[src/design/cic_consts.svh]
// Register offsets, field positions, reset values and constants.
`ifndef CIC_CONSTS_SVH
`define CIC_CONSTS_SVH
`define CIC_OFF_CTRL      8'h00
`define CIC_OFF_PEN1      8'h04
`define CIC_OFF_OPTION    8'h08
`define CIC_OFF_STATE     8'h0C
`define CIC_OFF_SH_ACC    8'h10
`define CIC_OFF_SH_STATUS 8'h14
`define CIC_OFF_SH_BANK   8'h18
`define CIC_OFF_SH_PTR0   8'h1C
`define CIC_OFF_SH_PTR1   8'h20
`define CIC_OFF_SH_PCH    8'h24
`define CIC_BIT_GLB_EN    7
`define CIC_BIT_PER_EN    6
`define CIC_BIT_T0IE      5
`define CIC_BIT_EXT_EN    4
`define CIC_BIT_CHG_EN    3
`define CIC_BIT_T0IF      2
`define CIC_BIT_EXT_FLAG  1
`define CIC_BIT_CHG_FLAG  0
`define CIC_BIT_EDGE_POL  0
`define CIC_CTRL_RST      8'h00
`define CIC_PEN1_RST      8'h00
`define CIC_OPTION_RST    8'h01
`define CIC_STATUS_SAVE   8'hE7
`define CIC_VECTOR        16'h0004
`endif

[src/design/cic_pkg.sv]
// Types shared by the interrupt control block.
package cic_pkg;
   typedef struct packed {
      logic [7:0]  acc;
      logic [7:0]  status;
      logic [7:0]  bank_sel;
      logic [15:0] ptr0;
      logic [15:0] ptr1;
      logic [7:0]  pc_high;
   } cic_ctx_s;
   typedef struct packed {
      logic [1:0]  htrans;
      logic        hwrite;
      logic [2:0]  hsize;
      logic [7:0]  addr;
   } cic_ahb_req_s;
endpackage : cic_pkg

[src/design/cic_core_irq_ctrl.sv]
// Interrupt control with external edge pin, context shadows and AHB-Lite.
//
// Functional notes
// - External pin edge-triggered, polarity selectable.
// - Valid edge sets external edge flag.
// - Flag with both enables redirects to vector.
// - Entry pushes return address onto stack.
// - Entry copies context into shadows, status masked.
// - Return reloads context from shadows.
// - Shadows readable and writable by software.
// - Flags set regardless of any enable.
// - Global enable allows or blocks all requests.
// - Peripheral enable gates all peripheral requests.
// - Timer0 overflow sets flag; bit 5 enables.
// - External edge enable bit 4 gates request.
// - Pin-change flag reads pending changes; bit 0.
// - Pin-change flag read-only, clears with sources.
// - Peripheral enable register one bit layout.
// - Entry flushes, clears global enable, vectors 0004h.
// - Return pops, restores context, sets global enable.
// - Reset clears every enable bit.
`timescale 1ns/1ps
`include "cic_consts.svh"
`default_nettype none

module cic_core_irq_ctrl #(
   parameter int PC_W = 16                  // Program counter width.
) (
   input  wire logic              clock_in,        // 200 MHz clock.
   input  wire logic              srst_in,         // Sync reset, high.
   // AHB-Lite slave.
   input  wire logic              hsel_in,         // Slave select.
   input  wire logic [31:0]       haddr_in,        // Byte address.
   input  wire logic [1:0]        htrans_in,       // Transfer type.
   input  wire logic              hwrite_in,       // Write when high.
   input  wire logic [2:0]        hsize_in,        // Transfer size.
   input  wire logic              hready_in,       // Bus ready.
   input  wire logic [31:0]       hwdata_in,       // Write data.
   output var  logic [31:0]       hrdata_out,      // Read data.
   output var  logic              hreadyout_out,   // Slave ready.
   output var  logic              hresp_out,       // Always OKAY.
   // Interrupt sources.
   input  wire logic              ext_pin_in,      // Async edge pin.
   input  wire logic              timer0_ovf_in,   // Overflow pulse.
   input  wire logic              pin_change_in,   // Any change flag set.
   input  wire logic [7:0]        periph_flag_in,  // First flag group.
   // CPU sequencer.
   input  wire logic [PC_W-1:0]   pc_in,           // Return address.
   input  wire cic_pkg::cic_ctx_s ctx_in,          // Live context.
   input  wire logic              return_in,       // Return executed.
   output var  logic              irq_take_out,    // Entry pulse.
   output var  logic              flush_out,       // Flush prefetch.
   output var  logic [PC_W-1:0]   vector_out,      // Vector address.
   output var  logic              push_en_out,     // Stack push pulse.
   output var  logic [PC_W-1:0]   push_pc_out,     // Pushed address.
   output var  logic              pop_en_out,      // Stack pop pulse.
   output var  logic              restore_out,     // Context reload.
   output var  cic_pkg::cic_ctx_s ctx_out,         // Restored context.
   output var  logic              in_handler_out   // Handler active.
);

   generate
      if (PC_W < 3 || PC_W > 16) begin : g_bad_pc
         $error("PC_W must lie between 3 and 16.");
      end
   endgenerate

   localparam logic [2:0] SIZE_WORD = 3'h2;

   logic [7:0]        ctrl_reg;
   logic [7:0]        pen1_reg;
   logic [7:0]        option_reg;
   cic_pkg::cic_ctx_s shadow_reg;
   logic              sync1_reg;
   logic              sync2_reg;
   logic              pin_prev_reg;
   logic              handler_reg;
   cic_pkg::cic_ahb_req_s dph_reg;
   logic              dph_valid_reg;
   logic              rd_wait_reg;

   // Word-aligned register select from a byte offset.
   function automatic logic is_off(input logic [7:0] a,
                                   input logic [7:0] off);
      is_off = (a == off);
   endfunction : is_off

   // Read mux shared by the bus read path.
   function automatic logic [31:0] rd_mux(
      input logic [7:0]        a,
      input logic [7:0]        ctrl,
      input logic [7:0]        pen1,
      input logic [7:0]        opt,
      input logic              hnd,
      input cic_pkg::cic_ctx_s sh);
      rd_mux = 32'h0000_0000;
      case (a)
         `CIC_OFF_CTRL:      rd_mux = {24'h00_0000, ctrl};
         `CIC_OFF_PEN1:      rd_mux = {24'h00_0000, pen1};
         `CIC_OFF_OPTION:    rd_mux = {24'h00_0000, opt};
         `CIC_OFF_STATE:     rd_mux = {31'h0000_0000, hnd};
         `CIC_OFF_SH_ACC:    rd_mux = {24'h00_0000, sh.acc};
         `CIC_OFF_SH_STATUS: rd_mux = {24'h00_0000, sh.status};
         `CIC_OFF_SH_BANK:   rd_mux = {24'h00_0000, sh.bank_sel};
         `CIC_OFF_SH_PTR0:   rd_mux = {16'h0000, sh.ptr0};
         `CIC_OFF_SH_PTR1:   rd_mux = {16'h0000, sh.ptr1};
         `CIC_OFF_SH_PCH:    rd_mux = {24'h00_0000, sh.pc_high};
         default:            rd_mux = 32'h0000_0000;
      endcase
   endfunction : rd_mux

   // ---------------- Bus slave ----------------

   logic addr_ok;
   logic wr_now;
   logic [7:0] wr_addr;

   assign addr_ok = hsel_in && htrans_in[1] && hready_in
                    && (hsize_in == SIZE_WORD);
   assign wr_now  = dph_valid_reg && dph_reg.hwrite;
   assign wr_addr = dph_reg.addr;

   // Reads take one wait state so a write just before is seen.
   assign hreadyout_out = !(dph_valid_reg && !dph_reg.hwrite
                            && rd_wait_reg);
   assign hresp_out     = 1'b0;

   always_ff @(posedge clock_in) begin
      if (srst_in) begin
         dph_valid_reg <= 1'b0;
         dph_reg       <= '0;
      end else if (hreadyout_out) begin
         dph_valid_reg <= addr_ok;
         dph_reg       <= '{htrans: htrans_in, hwrite: hwrite_in,
                            hsize: hsize_in, addr: haddr_in[7:0]};
      end
   end

   always_ff @(posedge clock_in) begin
      if (srst_in) begin
         rd_wait_reg <= 1'b0;
      end else if (hreadyout_out) begin
         rd_wait_reg <= addr_ok && !hwrite_in;
      end else begin
         rd_wait_reg <= 1'b0;
      end
   end

   always_ff @(posedge clock_in) begin
      if (srst_in) begin
         hrdata_out <= 32'h0000_0000;
      end else if (dph_valid_reg && !dph_reg.hwrite && rd_wait_reg) begin
         hrdata_out <= rd_mux(dph_reg.addr, ctrl_reg, pen1_reg,
                              option_reg, handler_reg, shadow_reg);
      end
   end

   // ---------------- External edge pin ----------------

   logic edge_seen;
   logic rise;
   logic fall;

   // Only the second stage feeds the edge detector, because the first
   // may still be settling from a metastable sample of the pin.
   // two-stage synchroniser
   always_ff @(posedge clock_in) begin
      if (srst_in) begin
         sync1_reg    <= 1'b0;
         sync2_reg    <= 1'b0;
         pin_prev_reg <= 1'b0;
      end else begin
         sync1_reg    <= ext_pin_in;
         sync2_reg    <= sync1_reg;
         pin_prev_reg <= sync2_reg;
      end
   end

   assign rise = sync2_reg && !pin_prev_reg;
   assign fall = !sync2_reg && pin_prev_reg;
   assign edge_seen = option_reg[`CIC_BIT_EDGE_POL] ? rise : fall;

   always_ff @(posedge clock_in) begin
      if (srst_in) begin
         option_reg <= `CIC_OPTION_RST;
      end else if (wr_now && is_off(wr_addr, `CIC_OFF_OPTION)) begin
         option_reg <= {7'h00, hwdata_in[`CIC_BIT_EDGE_POL]};
      end
   end

   // ---------------- Request and entry ----------------

   logic periph_req;
   logic pending;
   logic take;
   logic wr_ctrl;

   assign periph_req = ctrl_reg[`CIC_BIT_PER_EN]
                       && |(pen1_reg & periph_flag_in);
   assign pending = (ctrl_reg[`CIC_BIT_T0IE] && ctrl_reg[`CIC_BIT_T0IF])
                 || (ctrl_reg[`CIC_BIT_EXT_EN]
                     && ctrl_reg[`CIC_BIT_EXT_FLAG])
                 || (ctrl_reg[`CIC_BIT_CHG_EN] && pin_change_in)
                 || periph_req;
   // A request blocked by the global enable stays in its flag, so it is
   // served as soon as software or a return sets the enable again.
   // global enable gates everything
   assign take = ctrl_reg[`CIC_BIT_GLB_EN] && pending;
   assign wr_ctrl = wr_now && is_off(wr_addr, `CIC_OFF_CTRL);

   // Hardware sets win over software clears on the flag bits.
   always_ff @(posedge clock_in) begin
      if (srst_in) begin
         ctrl_reg <= `CIC_CTRL_RST;
      end else begin
         if (wr_ctrl) begin
            ctrl_reg[7:1] <= hwdata_in[7:1];
         end
         if (edge_seen) begin
            ctrl_reg[`CIC_BIT_EXT_FLAG] <= 1'b1;
         end
         if (timer0_ovf_in) begin
            ctrl_reg[`CIC_BIT_T0IF] <= 1'b1;
         end
         ctrl_reg[`CIC_BIT_CHG_FLAG] <= pin_change_in;
         if (return_in) begin
            ctrl_reg[`CIC_BIT_GLB_EN] <= 1'b1;
         end
         if (take) begin
            ctrl_reg[`CIC_BIT_GLB_EN] <= 1'b0;
         end
      end
   end

   // enable layout, bit 7 down to 0
   always_ff @(posedge clock_in) begin
      if (srst_in) begin
         pen1_reg <= `CIC_PEN1_RST;
      end else if (wr_now && is_off(wr_addr, `CIC_OFF_PEN1)) begin
         pen1_reg <= hwdata_in[7:0];
      end
   end

   always_ff @(posedge clock_in) begin
      if (srst_in) begin
         irq_take_out <= 1'b0;
         flush_out    <= 1'b0;
         vector_out   <= '0;
      end else begin
         irq_take_out <= take;
         flush_out    <= take;
         vector_out   <= take ? PC_W'(`CIC_VECTOR) : vector_out;
      end
   end

   always_ff @(posedge clock_in) begin
      if (srst_in) begin
         push_en_out <= 1'b0;
         push_pc_out <= '0;
      end else begin
         push_en_out <= take;
         if (take) begin
            push_pc_out <= pc_in;
         end
      end
   end

   always_ff @(posedge clock_in) begin
      if (srst_in) begin
         handler_reg <= 1'b0;
      end else if (take) begin
         handler_reg <= 1'b1;
      end else if (return_in) begin
         handler_reg <= 1'b0;
      end
   end

   assign in_handler_out = handler_reg;

   // ---------------- Shadow registers ----------------

   // Entry capture wins over a bus write in the same cycle.
   always_ff @(posedge clock_in) begin
      if (srst_in) begin
         shadow_reg <= '0;
      end else if (take) begin
         shadow_reg        <= ctx_in;
         shadow_reg.status <= ctx_in.status & `CIC_STATUS_SAVE;
      end else if (wr_now) begin
         case (wr_addr)
            `CIC_OFF_SH_ACC:    shadow_reg.acc      <= hwdata_in[7:0];
            `CIC_OFF_SH_STATUS: shadow_reg.status   <= hwdata_in[7:0];
            `CIC_OFF_SH_BANK:   shadow_reg.bank_sel <= hwdata_in[7:0];
            `CIC_OFF_SH_PTR0:   shadow_reg.ptr0     <= hwdata_in[15:0];
            `CIC_OFF_SH_PTR1:   shadow_reg.ptr1     <= hwdata_in[15:0];
            `CIC_OFF_SH_PCH:    shadow_reg.pc_high  <= hwdata_in[7:0];
            default:            shadow_reg          <= shadow_reg;
         endcase
      end
   end

   always_ff @(posedge clock_in) begin
      if (srst_in) begin
         pop_en_out  <= 1'b0;
         restore_out <= 1'b0;
         ctx_out     <= '0;
      end else begin
         pop_en_out  <= return_in;
         restore_out <= return_in;
         if (return_in) begin
            ctx_out <= shadow_reg;
         end
      end
   end

endmodule : cic_core_irq_ctrl

`default_nettype wire

[config.mk]
export PLATFORM = sky130hd
export DESIGN_NAME = cic_core_irq_ctrl
export DESIGN_NICKNAME = d
export VERILOG_FILES = /design/src/design/cic_pkg.sv /design/src/design/cic_core_irq_ctrl.sv
export VERILOG_INCLUDE_DIRS = /design/src /design/src/design
export SDC_FILE = /design/constraint.sdc
export NUM_CORES = 1
export LEC_CHECK = 0
export BUFFER_PORTS_ARGS = -buffer_cell sky130_fd_sc_hd__buf_2
export CORE_UTILIZATION = 35
export DETAILED_ROUTE_END_ITERATION = 12
export SYNTH_ARGS = -nofsm -noshare
export SYNTH_HDL_FRONTEND = slang
export SYNTH_SLANG_ARGS = --single-unit
[constraint.sdc]
create_clock -name clock_in -period 2.3 [get_ports clock_in]
set_input_delay 0.69 -clock clock_in [delete_from_list [all_inputs] [get_ports clock_in]]
set_output_delay 0.69 -clock clock_in [all_outputs]
set_load 0.05 [all_outputs]
Yosys cells after proc, flatten, opt, wreduce, memory -nomap -nowiden
Index checks and enable logic that the tools add are counted.
{"block": "op_classes", "eq_ne": 10, "n_reduce_logical": 47, "n_bitwise": 1, "n_mux": 16}
{"op": "$pmux 16 s10", "n": 1}
{"op": "$mux 64", "n": 2}
{"op": "$eq 8x5->1 const B", "n": 4}
{"op": "$mux 16", "n": 2}
{"op": "$mux 8", "n": 4}
{"op": "$reduce_bool 2->1", "n": 11}
{"op": "$logic_and 1x1->1", "n": 17}
{"op": "$eq 8x4->1 const B", "n": 2}
{"op": "$eq 8x6->1 const B", "n": 2}
{"op": "$reduce_and 2->1", "n": 7}
{"op": "$and 8x8->8", "n": 1}
{"op": "$eq 8x3->1 const B", "n": 1}
{"op": "$logic_not 8->1", "n": 1}
{"op": "$reduce_or 8->1", "n": 1}
{"op": "$mux 7", "n": 1}
{"op": "$mux 1", "n": 6}
{"op": "$logic_not 1->1", "n": 5}
{"op": "$reduce_or 2->1", "n": 2}
{"op": "$eq 3x2->1 const B", "n": 1}
{"op": "$logic_or 1x1->1", "n": 3}
{"block": "totals", "output_inout_bits": 136, "inputBits": 166, "ff_bits": 211, "word_cells": 107}

Longest topological paths before layout
Gate-level depths: netlist of the first run.
{"block": "logic_depth", "ltp_word": 7, "ltp_mapped": 7, "mapped_depth_nobuf": 5}

Worst setup path before layout of the first run
No wires, ideal clock.
{"block": "synth_path", "kind": "input to register", "start": "input port periph_flag_in[0]", "end": "register shadow_reg[10] (netlist bit)", "path_buffers": 3, "setup_slack_ns": 0.088, "required_time_ns": 2.156, "path_stages": 7, "t_arrival_ns": 2.068, "setup_ns": 0.144, "path_cell_list": "a22oi_1 a41o_1 clkbuf_1 and2_1 buf_2 buf_1 a211oi_1"}
{"block": "synth_between", "elab_chain_cells": 7, "word_cells_on_any_way": 9, "classes_between": "1 x mux; 1 x bitwise; 7 x reduce/logical"}
{"item": "from (decl)", "line": "cic_core_irq_ctrl.sv:46", "rtl": "input wire logic [7:0] periph_flag_in,"}
{"item": "$and 8x8->8 *", "line": "cic_core_irq_ctrl.sv:199", "rtl": "&& |(pen1_reg & periph_flag_in);"}
{"item": "$reduce_or 8->1 *", "line": "cic_core_irq_ctrl.sv:199"}
{"item": "$logic_and 1x1->1 *", "line": "cic_core_irq_ctrl.sv:198", "rtl": "assign periph_req = ctrl_reg[`CIC_BIT_PER_EN]"}
{"item": "$logic_or 1x1->1 *", "line": "cic_core_irq_ctrl.sv:200", "rtl": "assign pending = (ctrl_reg[`CIC_BIT_T0IE] && ctrl_reg[`CIC_BIT_T0IF])"}
{"item": "$logic_and 1x1->1 *", "line": "cic_core_irq_ctrl.sv:208", "rtl": "assign take = ctrl_reg[`CIC_BIT_GLB_EN] && pending;"}
{"item": "$reduce_bool 2->1 (no source line)"}
{"item": "$reduce_and 2->1 (no source line)"}
{"item": "to (signal assigned)", "line": "cic_core_irq_ctrl.sv:287", "rtl": "shadow_reg <= ctx_in;"}
{"item": "to (signal assigned)", "line": "cic_core_irq_ctrl.sv:297", "rtl": "default: shadow_reg <= shadow_reg;"}
{"item": "to (decl)", "line": "cic_core_irq_ctrl.sv:73", "rtl": "cic_pkg::cic_ctx_s shadow_reg;"}
Every way passes the cells marked *; elsewhere a longest branch is shown, timed or not.
A chain may end at the register's enable or synchronous reset.

Final worst setup path of the first run
{"block": "layout_path", "start": "register dph_reg, in the netlist wr_addr[5]", "end": "register hrdata_out[11]"}
{"block": "layout_between", "elab_chain_cells": 2, "word_cells_on_any_way": 11, "classes_between": "9 x eq/ne; 1 x mux; 1 x reduce/logical"}
{"item": "from (decl)", "line": "cic_core_irq_ctrl.sv:78", "rtl": "cic_pkg::cic_ahb_req_s dph_reg;"}
{"item": "from (signal assigned)", "line": "cic_core_irq_ctrl.sv:134", "rtl": "dph_reg <= '{htrans: htrans_in, hwrite: hwrite_in,"}
{"item": "$eq 8x6->1 (tied with other cells)", "line": "cic_core_irq_ctrl.sv:97", "rtl": "case (a)"}
{"item": "$pmux 16 s10 *", "line": "cic_core_irq_ctrl.sv:97"}
{"item": "to (signal assigned)", "line": "cic_core_irq_ctrl.sv:153", "rtl": "hrdata_out <= rd_mux(dph_reg.addr, ctrl_reg, pen1_reg,"}
{"item": "to (decl)", "line": "cic_core_irq_ctrl.sv:39", "rtl": "output var logic [31:0] hrdata_out,"}
Marked as above.

==> reports/summary.txt, run 1 <==
Status -> complete, no violations
Hpwl dp -> 21700 µm
Post-Route WL -> 29600 µm
Final Util -> 44.1%
Post-synthesis sequential area ratio -> 43.5%
ANT nets after route -> 0
Via Count -> 7657
Number of synthesis warnings -> 0
Vias in the first global route -> 7293
Max-slew violation count -> 0
Setup TNS -> 0 ps
Fin. Hold Viols -> 0
Synth cell types -> 58
# Post-CTS Setup Buffers -> 0
Die width -> 162 µm
FF/Latch Area -> 0.00390 mm²
Internal power -> 5030 µW
FF-to-FF Start -> wr_addr[5]$_SDFFE_PP0N_
Pin count of the biggest net entering global routing -> 61
Async set-reset flop share out of synthesis -> 0%
Total of max-cap violations -> 0
Residual DRC -> 0
Sequential share of power -> 49.3%
Max IR drop VDD -> 357 µV
Gr ovfl total -> 0
# H-tree levels -> 4
Num rows -> 58
CTS tree -> yes
Crit share post-route -> 95.4%
Die height -> 162 µm
Switching Fraction -> 27.3%
Mapped Cells -> 917
Worst-Margin Slew -> 591 ps
Critical path origin -> wr_addr[5]$_SDFFE_PP0N_
IO buf count -> 226
Core Footprint -> 0.0252 mm²
Initial antenna violation count -> 1
Layout Nets -> 1298
Yosys reg bits -> 195
Clock skew -> 11.1 ps
Fill cell count -> 2477
Kind of critical path -> reg -> reg
Main synth FF type -> dfxtp_1
Hold Slack -> 415 ps
Routability cong. -> 0.928
CTS max path bufs -> 2
CTS clk-pin slew, worst paths -> 80 ps
Max-Slew Margin vs Limit -> 60.0%
Critical Path RT -> 2660 ps
Starting Density -> 35.6%
Drt wl/cell -> 20.1 µm
Final setup fails -> 0
Worst skew pair latency -> 440 ps
First-pass GRT wire length -> 44400 µm
Drt first pass iters -> 5
Crit path DAT -> 2560 ps
CP max FO -> 7
Drt via density -> 5.19
Syn-to-layout area delta -> 23.8%
Clock share of power -> 42.2%
Combinational power share -> 8.5%
GRT Overall Usage -> 22.6%
CP Launch Type -> flip-flop
# clock sinks -> 195
Multi-input logic area -> 0.00453 mm²
Post-synth EDFFs -> 0
Fin crit period -> 2190 ps
Ratio of cells with drive above 1 in the final layout -> 31.2%
Syn Area/Cell -> 9.78 µm²
CTS Buf Count -> 17
# hold bufs at CTS -> 0
Ports -> 302
Die ar. -> 0.0263 mm²
RSZ-0062 raised after global routing -> no
Net Sw Power -> 1890 µW
P per Cell Area -> 624 mW/mm²
Worst Hold Class -> in -> reg
Worst Hold Launch -> hwrite_in
Fmax -> 456 MHz
Root Buffer -> clkbuf_16
Iteration-0 DRC Markers -> 503
Leak -> 0.00474 µW
CP Capture Type -> flip-flop
Cts repair resizes -> 0
Post-Syn Area -> 0.00897 mm²
[worst paths after layout]
check | depth (start not counted) | slack [ps] | end
setup / recovery | 6 | 110 | hrdata_out[11]$_SDFFE_PP0P_
hold / removal | 2 | 410 | rd_wait_reg$_SDFF_PP0_
setup reg to reg | 6 | 110 | hrdata_out[11]$_SDFFE_PP0P_
hold reg to reg | 2 | 440 | vector_out[2]$_SDFFE_PP0P_
[final cells by class]
cell class / instances / share of cell area, %
multi-input cells: 631 / 40.8
flip-flops and latches: 195 / 35.2
repair buffers: 281 / 15.0
clock buffers: 18 / 3.96
well taps: 330 / 3.72
clock inverters: 14 / 1.13
inverters: 6 / 0.203
diodes: 1 / 0.0225
[Yosys cell counts (3+ instances only)]
library cell / n / area [µm²]
dfxtp_1: 195 / 3900
mux2i_1: 172 / 1720
nor2_1: 87 / 327
a21oi_1: 78 / 390
clkbuf_1: 52 / 195
a211oi_1: 44 / 330
buf_4: 39 / 293
nand2b_1: 37 / 231
nand2_1: 32 / 120
a211oi_2: 20 / 250
a22oi_1: 14 / 105
o21ai_0: 14 / 70.1
nor3_1: 11 / 55.1
buf_1: 10 / 37.5
buf_2: 10 / 50.1
a32oi_1: 7 / 61.3
nor3_4: 7 / 114
inv_1: 6 / 22.5
mux2_2: 6 / 67.6
nor2b_1: 6 / 37.5
and3_1: 5 / 31.3
buf_6: 4 / 45.0
or4b_1: 4 / 40.0
a221oi_1: 3 / 26.3
and2_1: 3 / 18.8
nand4_1: 3 / 18.8
nor4_1: 3 / 18.8
nor4b_1: 3 / 26.3
o211ai_1: 3 / 22.5
o2bb2ai_1: 3 / 26.3
[metal layers]
metal / wire [µm] / track usage (%) / share of wire [%]
met4: 516 / 6.39 / 1.7
met3: 1630 / 4.09 / 5.5
met2: 13400 / 35.1 / 45
met5: 0 / 0 / 0
met1: 14000 / 31.8 / 47
[worst max-delay path, stage by stage (launching register included)]
cell and delay, ps:
dfxtp_1 450, or4b_1 680, buf_4 250, nor2_2 240, buf_4 230, a22oi_1 100, o21ai_0 170
[power by group through the flow]
| stage | clock network, µW | logic (µW) | registers (µW) |
|---|---|---|---|
| 5_1_grt | 3110 | 623 | 3410 |
| 3_3_place_gp | 0 | 585 | 3490 |
| 3_5_place_dp | 0 | 584 | 3490 |
| 4_1_cts | 2960 | 586 | 3410 |
| 6_report | 2920 | 589 | 3410 |
| 2_1_floorplan | 0 | 398 | 3480 |
[metrics by stage]
stage | total power [µW] | instances | cell area [µm²] | setup slack, ps
floorplan | 3880 | 948 | 9080 | 88.3
global placement | 4070 | 1443 | 10500 | 135
detailed placement | 4070 | 1443 | 10500 | 94.4
CTS | 6950 | 1475 | 11100 | 92.0
global route | 7150 | 1476 | 11100 | 26.9
finish | 6920 | 1476 | 11100 | 105
[cell usage in the layout, fill, tap and decap left out, drive strengths merged, types with 3 or more instances in the layout]
| cell | Yosys | layout |
|---|---|---|
| buf | 64 | 281 |
| dfxtp | 195 | 195 |
| mux2i | 172 | 172 |
| nor2 | 88 | 88 |
| a21oi | 78 | 78 |
| a211oi | 64 | 64 |
| nand2b | 37 | 37 |
| nand2 | 33 | 33 |
| conb | 1 | 32 |
| clkbuf | 52 | 18 |
| nor3 | 18 | 18 |
| a22oi | 14 | 14 |
| o21ai | 14 | 14 |
| inv | 6 | 11 |
| a32oi | 7 | 7 |
| clkinv | 0 | 7 |
| nor2b | 6 | 6 |
| mux2 | 6 | 6 |
| and3 | 5 | 5 |
| or4b | 5 | 5 |
| and2 | 5 | 5 |
| nand4 | 4 | 4 |
| nor4 | 3 | 3 |
| nor4b | 3 | 3 |
| o2bb2ai | 3 | 3 |
| o211ai | 3 | 3 |
| a221oi | 3 | 3 |
[cells by family after synthesis]
| kind of cell | Yosys count | synth area share [%] |
|---|---|---|
| compound gates | 200 | 15.7 |
| buf+inv | 122 | 7.34 |
| flops | 195 | 43.5 |
| mux | 179 | 20.2 |
| other cells | 1 | 0.0418 |
| simple gates | 220 | 13.2 |
No activity file was read; power rests on OpenSTA's default activity.
==> run 2, diff against run 1 <==
Settings changed: SLEW_MARGIN set to 25.
Clock period 2.3 ns to 2.1 ns, I/O delays scaled along.
==> reports/summary.txt, run 2 (synthesis gave the netlist of run 1 again) <==
CTS tree -> yes
CTS Buf Count -> 17 (unchanged)
Worst skew pair latency -> 440 ps (about the same)
FF/Latch Area -> 0.00390 mm² (unchanged)
CP Launch Type -> flip-flop
Leak -> 0.00485 µW (+2.3%)
Worst Hold Class -> in -> reg
Routability cong. -> 0.922 (-0.63%)
Max-Slew Margin vs Limit -> 47.4% (-13 points)
Max-slew violation count -> 0 (unchanged)
Status -> complete, no violations
GRT Overall Usage -> 22.5% (-0.054 points)
Setup TNS -> 0 ps (unchanged)
Starting Density -> 35.6% (unchanged)
CP max FO -> 4 (-3)
CP top delay family -> flip-flops
Vias in the first global route -> 7243 (-0.69%)
Total of max-cap violations -> 0 (unchanged)
# H-tree levels -> 4 (unchanged)
IO buf count -> 226 (unchanged)
Iteration-0 DRC Markers -> 480 (-4.6%)
Residual DRC -> 0 (unchanged)
Via Count -> 7683 (+0.34%)
First-pass GRT wire length -> 44200 µm (-0.62%)
Ports -> 302 (unchanged)
CTS clk-pin slew, worst paths -> 70 ps (about the same)
Worst-Margin Slew -> 778 ps (+186 ps)
Crit share post-route -> 97.2%
Num rows -> 58 (unchanged)
# hold bufs at CTS -> 0 (unchanged)
ANT nets after route -> 0 (unchanged)
RSZ-0062 raised after global routing -> no
Post-Route WL -> 29600 µm (about the same)
Worst-path cell with the longest stage delay -> dfxtp_1
Syn-to-layout area delta -> 26.4%
Finished Layout Cells -> 1483 (+0.47%)
Die width -> 162 µm (unchanged)
Root Buffer -> clkbuf_16
Most common cell after layout, fill and taps aside -> buf_2
Die ar. -> 0.0263 mm² (unchanged)
Gr ovfl total -> 0 (unchanged)
Max IR drop VDD -> 448 µV (+25%)
Pin count of the biggest net entering global routing -> 96 (+57%)
Clock skew -> 10.9 ps (-0.153 ps)
P per Cell Area -> 694 mW/mm² (+11%)
Worst path bufs/invs -> 2 (unchanged)
Final setup fails -> 0 (unchanged)
Drt via density -> 5.18 (-0.13%)
Drt wl/cell -> 20.0 µm (-0.41%)
Multi-input logic area -> 0.00454 mm² (+0.19%)
Layout Nets -> 1307 (+0.69%)
Crit path DAT -> 1410 ps (-1150 ps)
Fmax -> 490 MHz
Drt first pass iters -> 7 (+2)
Cell Count Post-Placement -> 1450 (+0.49%)
Fill cell count -> 2454 (-0.93%)
Cells along the critical path -> and3b_1 > inv_1 > buf_4
Initial antenna violation count -> 1 (unchanged)
Most frequent cells in the layout -> 223 x buf_2, 195 x dfxtp_1, 171 x mux2i_1
Die height -> 162 µm (unchanged)
Max incr delay on CP -> 400 ps (-280 ps)
Fin crit period -> 2040 ps
Core Footprint -> 0.0252 mm² (unchanged)
CTS max path bufs -> 2 (unchanged)
Kind of critical path -> reg -> out
Critical Path RT -> 1470 ps (-1190 ps)
Hpwl dp -> 22000 µm (+1.2%)
CP Capture Type -> primary output
Ratio of cells with drive above 1 in the final layout -> 31.6% (+0.42 points)
Fin. Hold Viols -> 0 (unchanged)
# clock sinks -> 195 (unchanged)
[run 2: cell types whose count changed in the layout (fill, tap and decap cells not counted), sizes merged]
cell | before | now
inv | 11 | 9
clkbuf | 18 | 21
clkinvlp | 2 | 0
buf | 281 | 290
bufinv | 0 | 3
clkinv | 7 | 3
[run 2: worst paths after layout]
check | startpoint | slack (ps) | end | cells past startpoint
max | dph_reg[11]$_SDFFE_PP0N_ | 60 | hreadyout_out | 3
min | hwrite_in | 370 | rd_wait_reg$_SDFF_PP0_ | 2
max reg2reg | wr_addr[3]$_SDFFE_PP0N_ | 80 | hrdata_out[4]$_SDFFE_PP0P_ | 5
min reg2reg | hrdata_out[13]$_SDFFE_PP0P_ | 450 | hrdata_out[13]$_SDFFE_PP0P_ | 2
[run 2: final cells by class]
class / count / area share, %
Antenna cell: 1 / 0.0221
Clock buffer: 21 / 4.15
Clock inverter: 9 / 1.28
Inverter: 6 / 0.199
Multi-Input combinational cell: 631 / 40.0
Sequential cell: 195 / 34.4
Tap cell: 330 / 3.64
Timing Repair Buffer: 290 / 16.2
[run 2: power by group]
part	internal (µW)	switching (µW)	total, µW
sequential	3710	24.7	3740
clock	1980	1490	3480
combinational	220	430	651
[run 2: metal layers]
| metal | vias to the layer above | GRT usage (%) | part of all wire (%) |
|---|---|---|---|
| met5 | - | 0 | 0 |
| met4 | 0 | 6.26 | 1.4 |
| met3 | 31 | 4.34 | 5.4 |
| met2 | 254 | 34.9 | 45 |
| met1 | 3713 | 31.6 | 48 |
| li1 | 3685 | - | - |
[run 2: per-stage QoR]
step           worst slack, ps  hold slack [ps]  util (%)  instance area, µm²  total power (µW)
3_5_place_dp              69.9              446      42.4               10700              4460
2_1_floorplan             20.5              414         -                9090              4250
5_1_grt                   8.76              369      45.0               11300              8100
6_report                  59.8              369      45.0               11300              7860
4_1_cts                   1.51              358      44.9               11300              7930
3_3_place_gp              98.4              433      42.4               10700              4460
[run 2: what timing repair did]
action | 4_1_cts | 5_1_grt
setup buffers | 0 | 2
endpoints found under the setup margin | 0 | 16
resized for setup | 0 | 5
hold endpoints to repair | 0 | 0
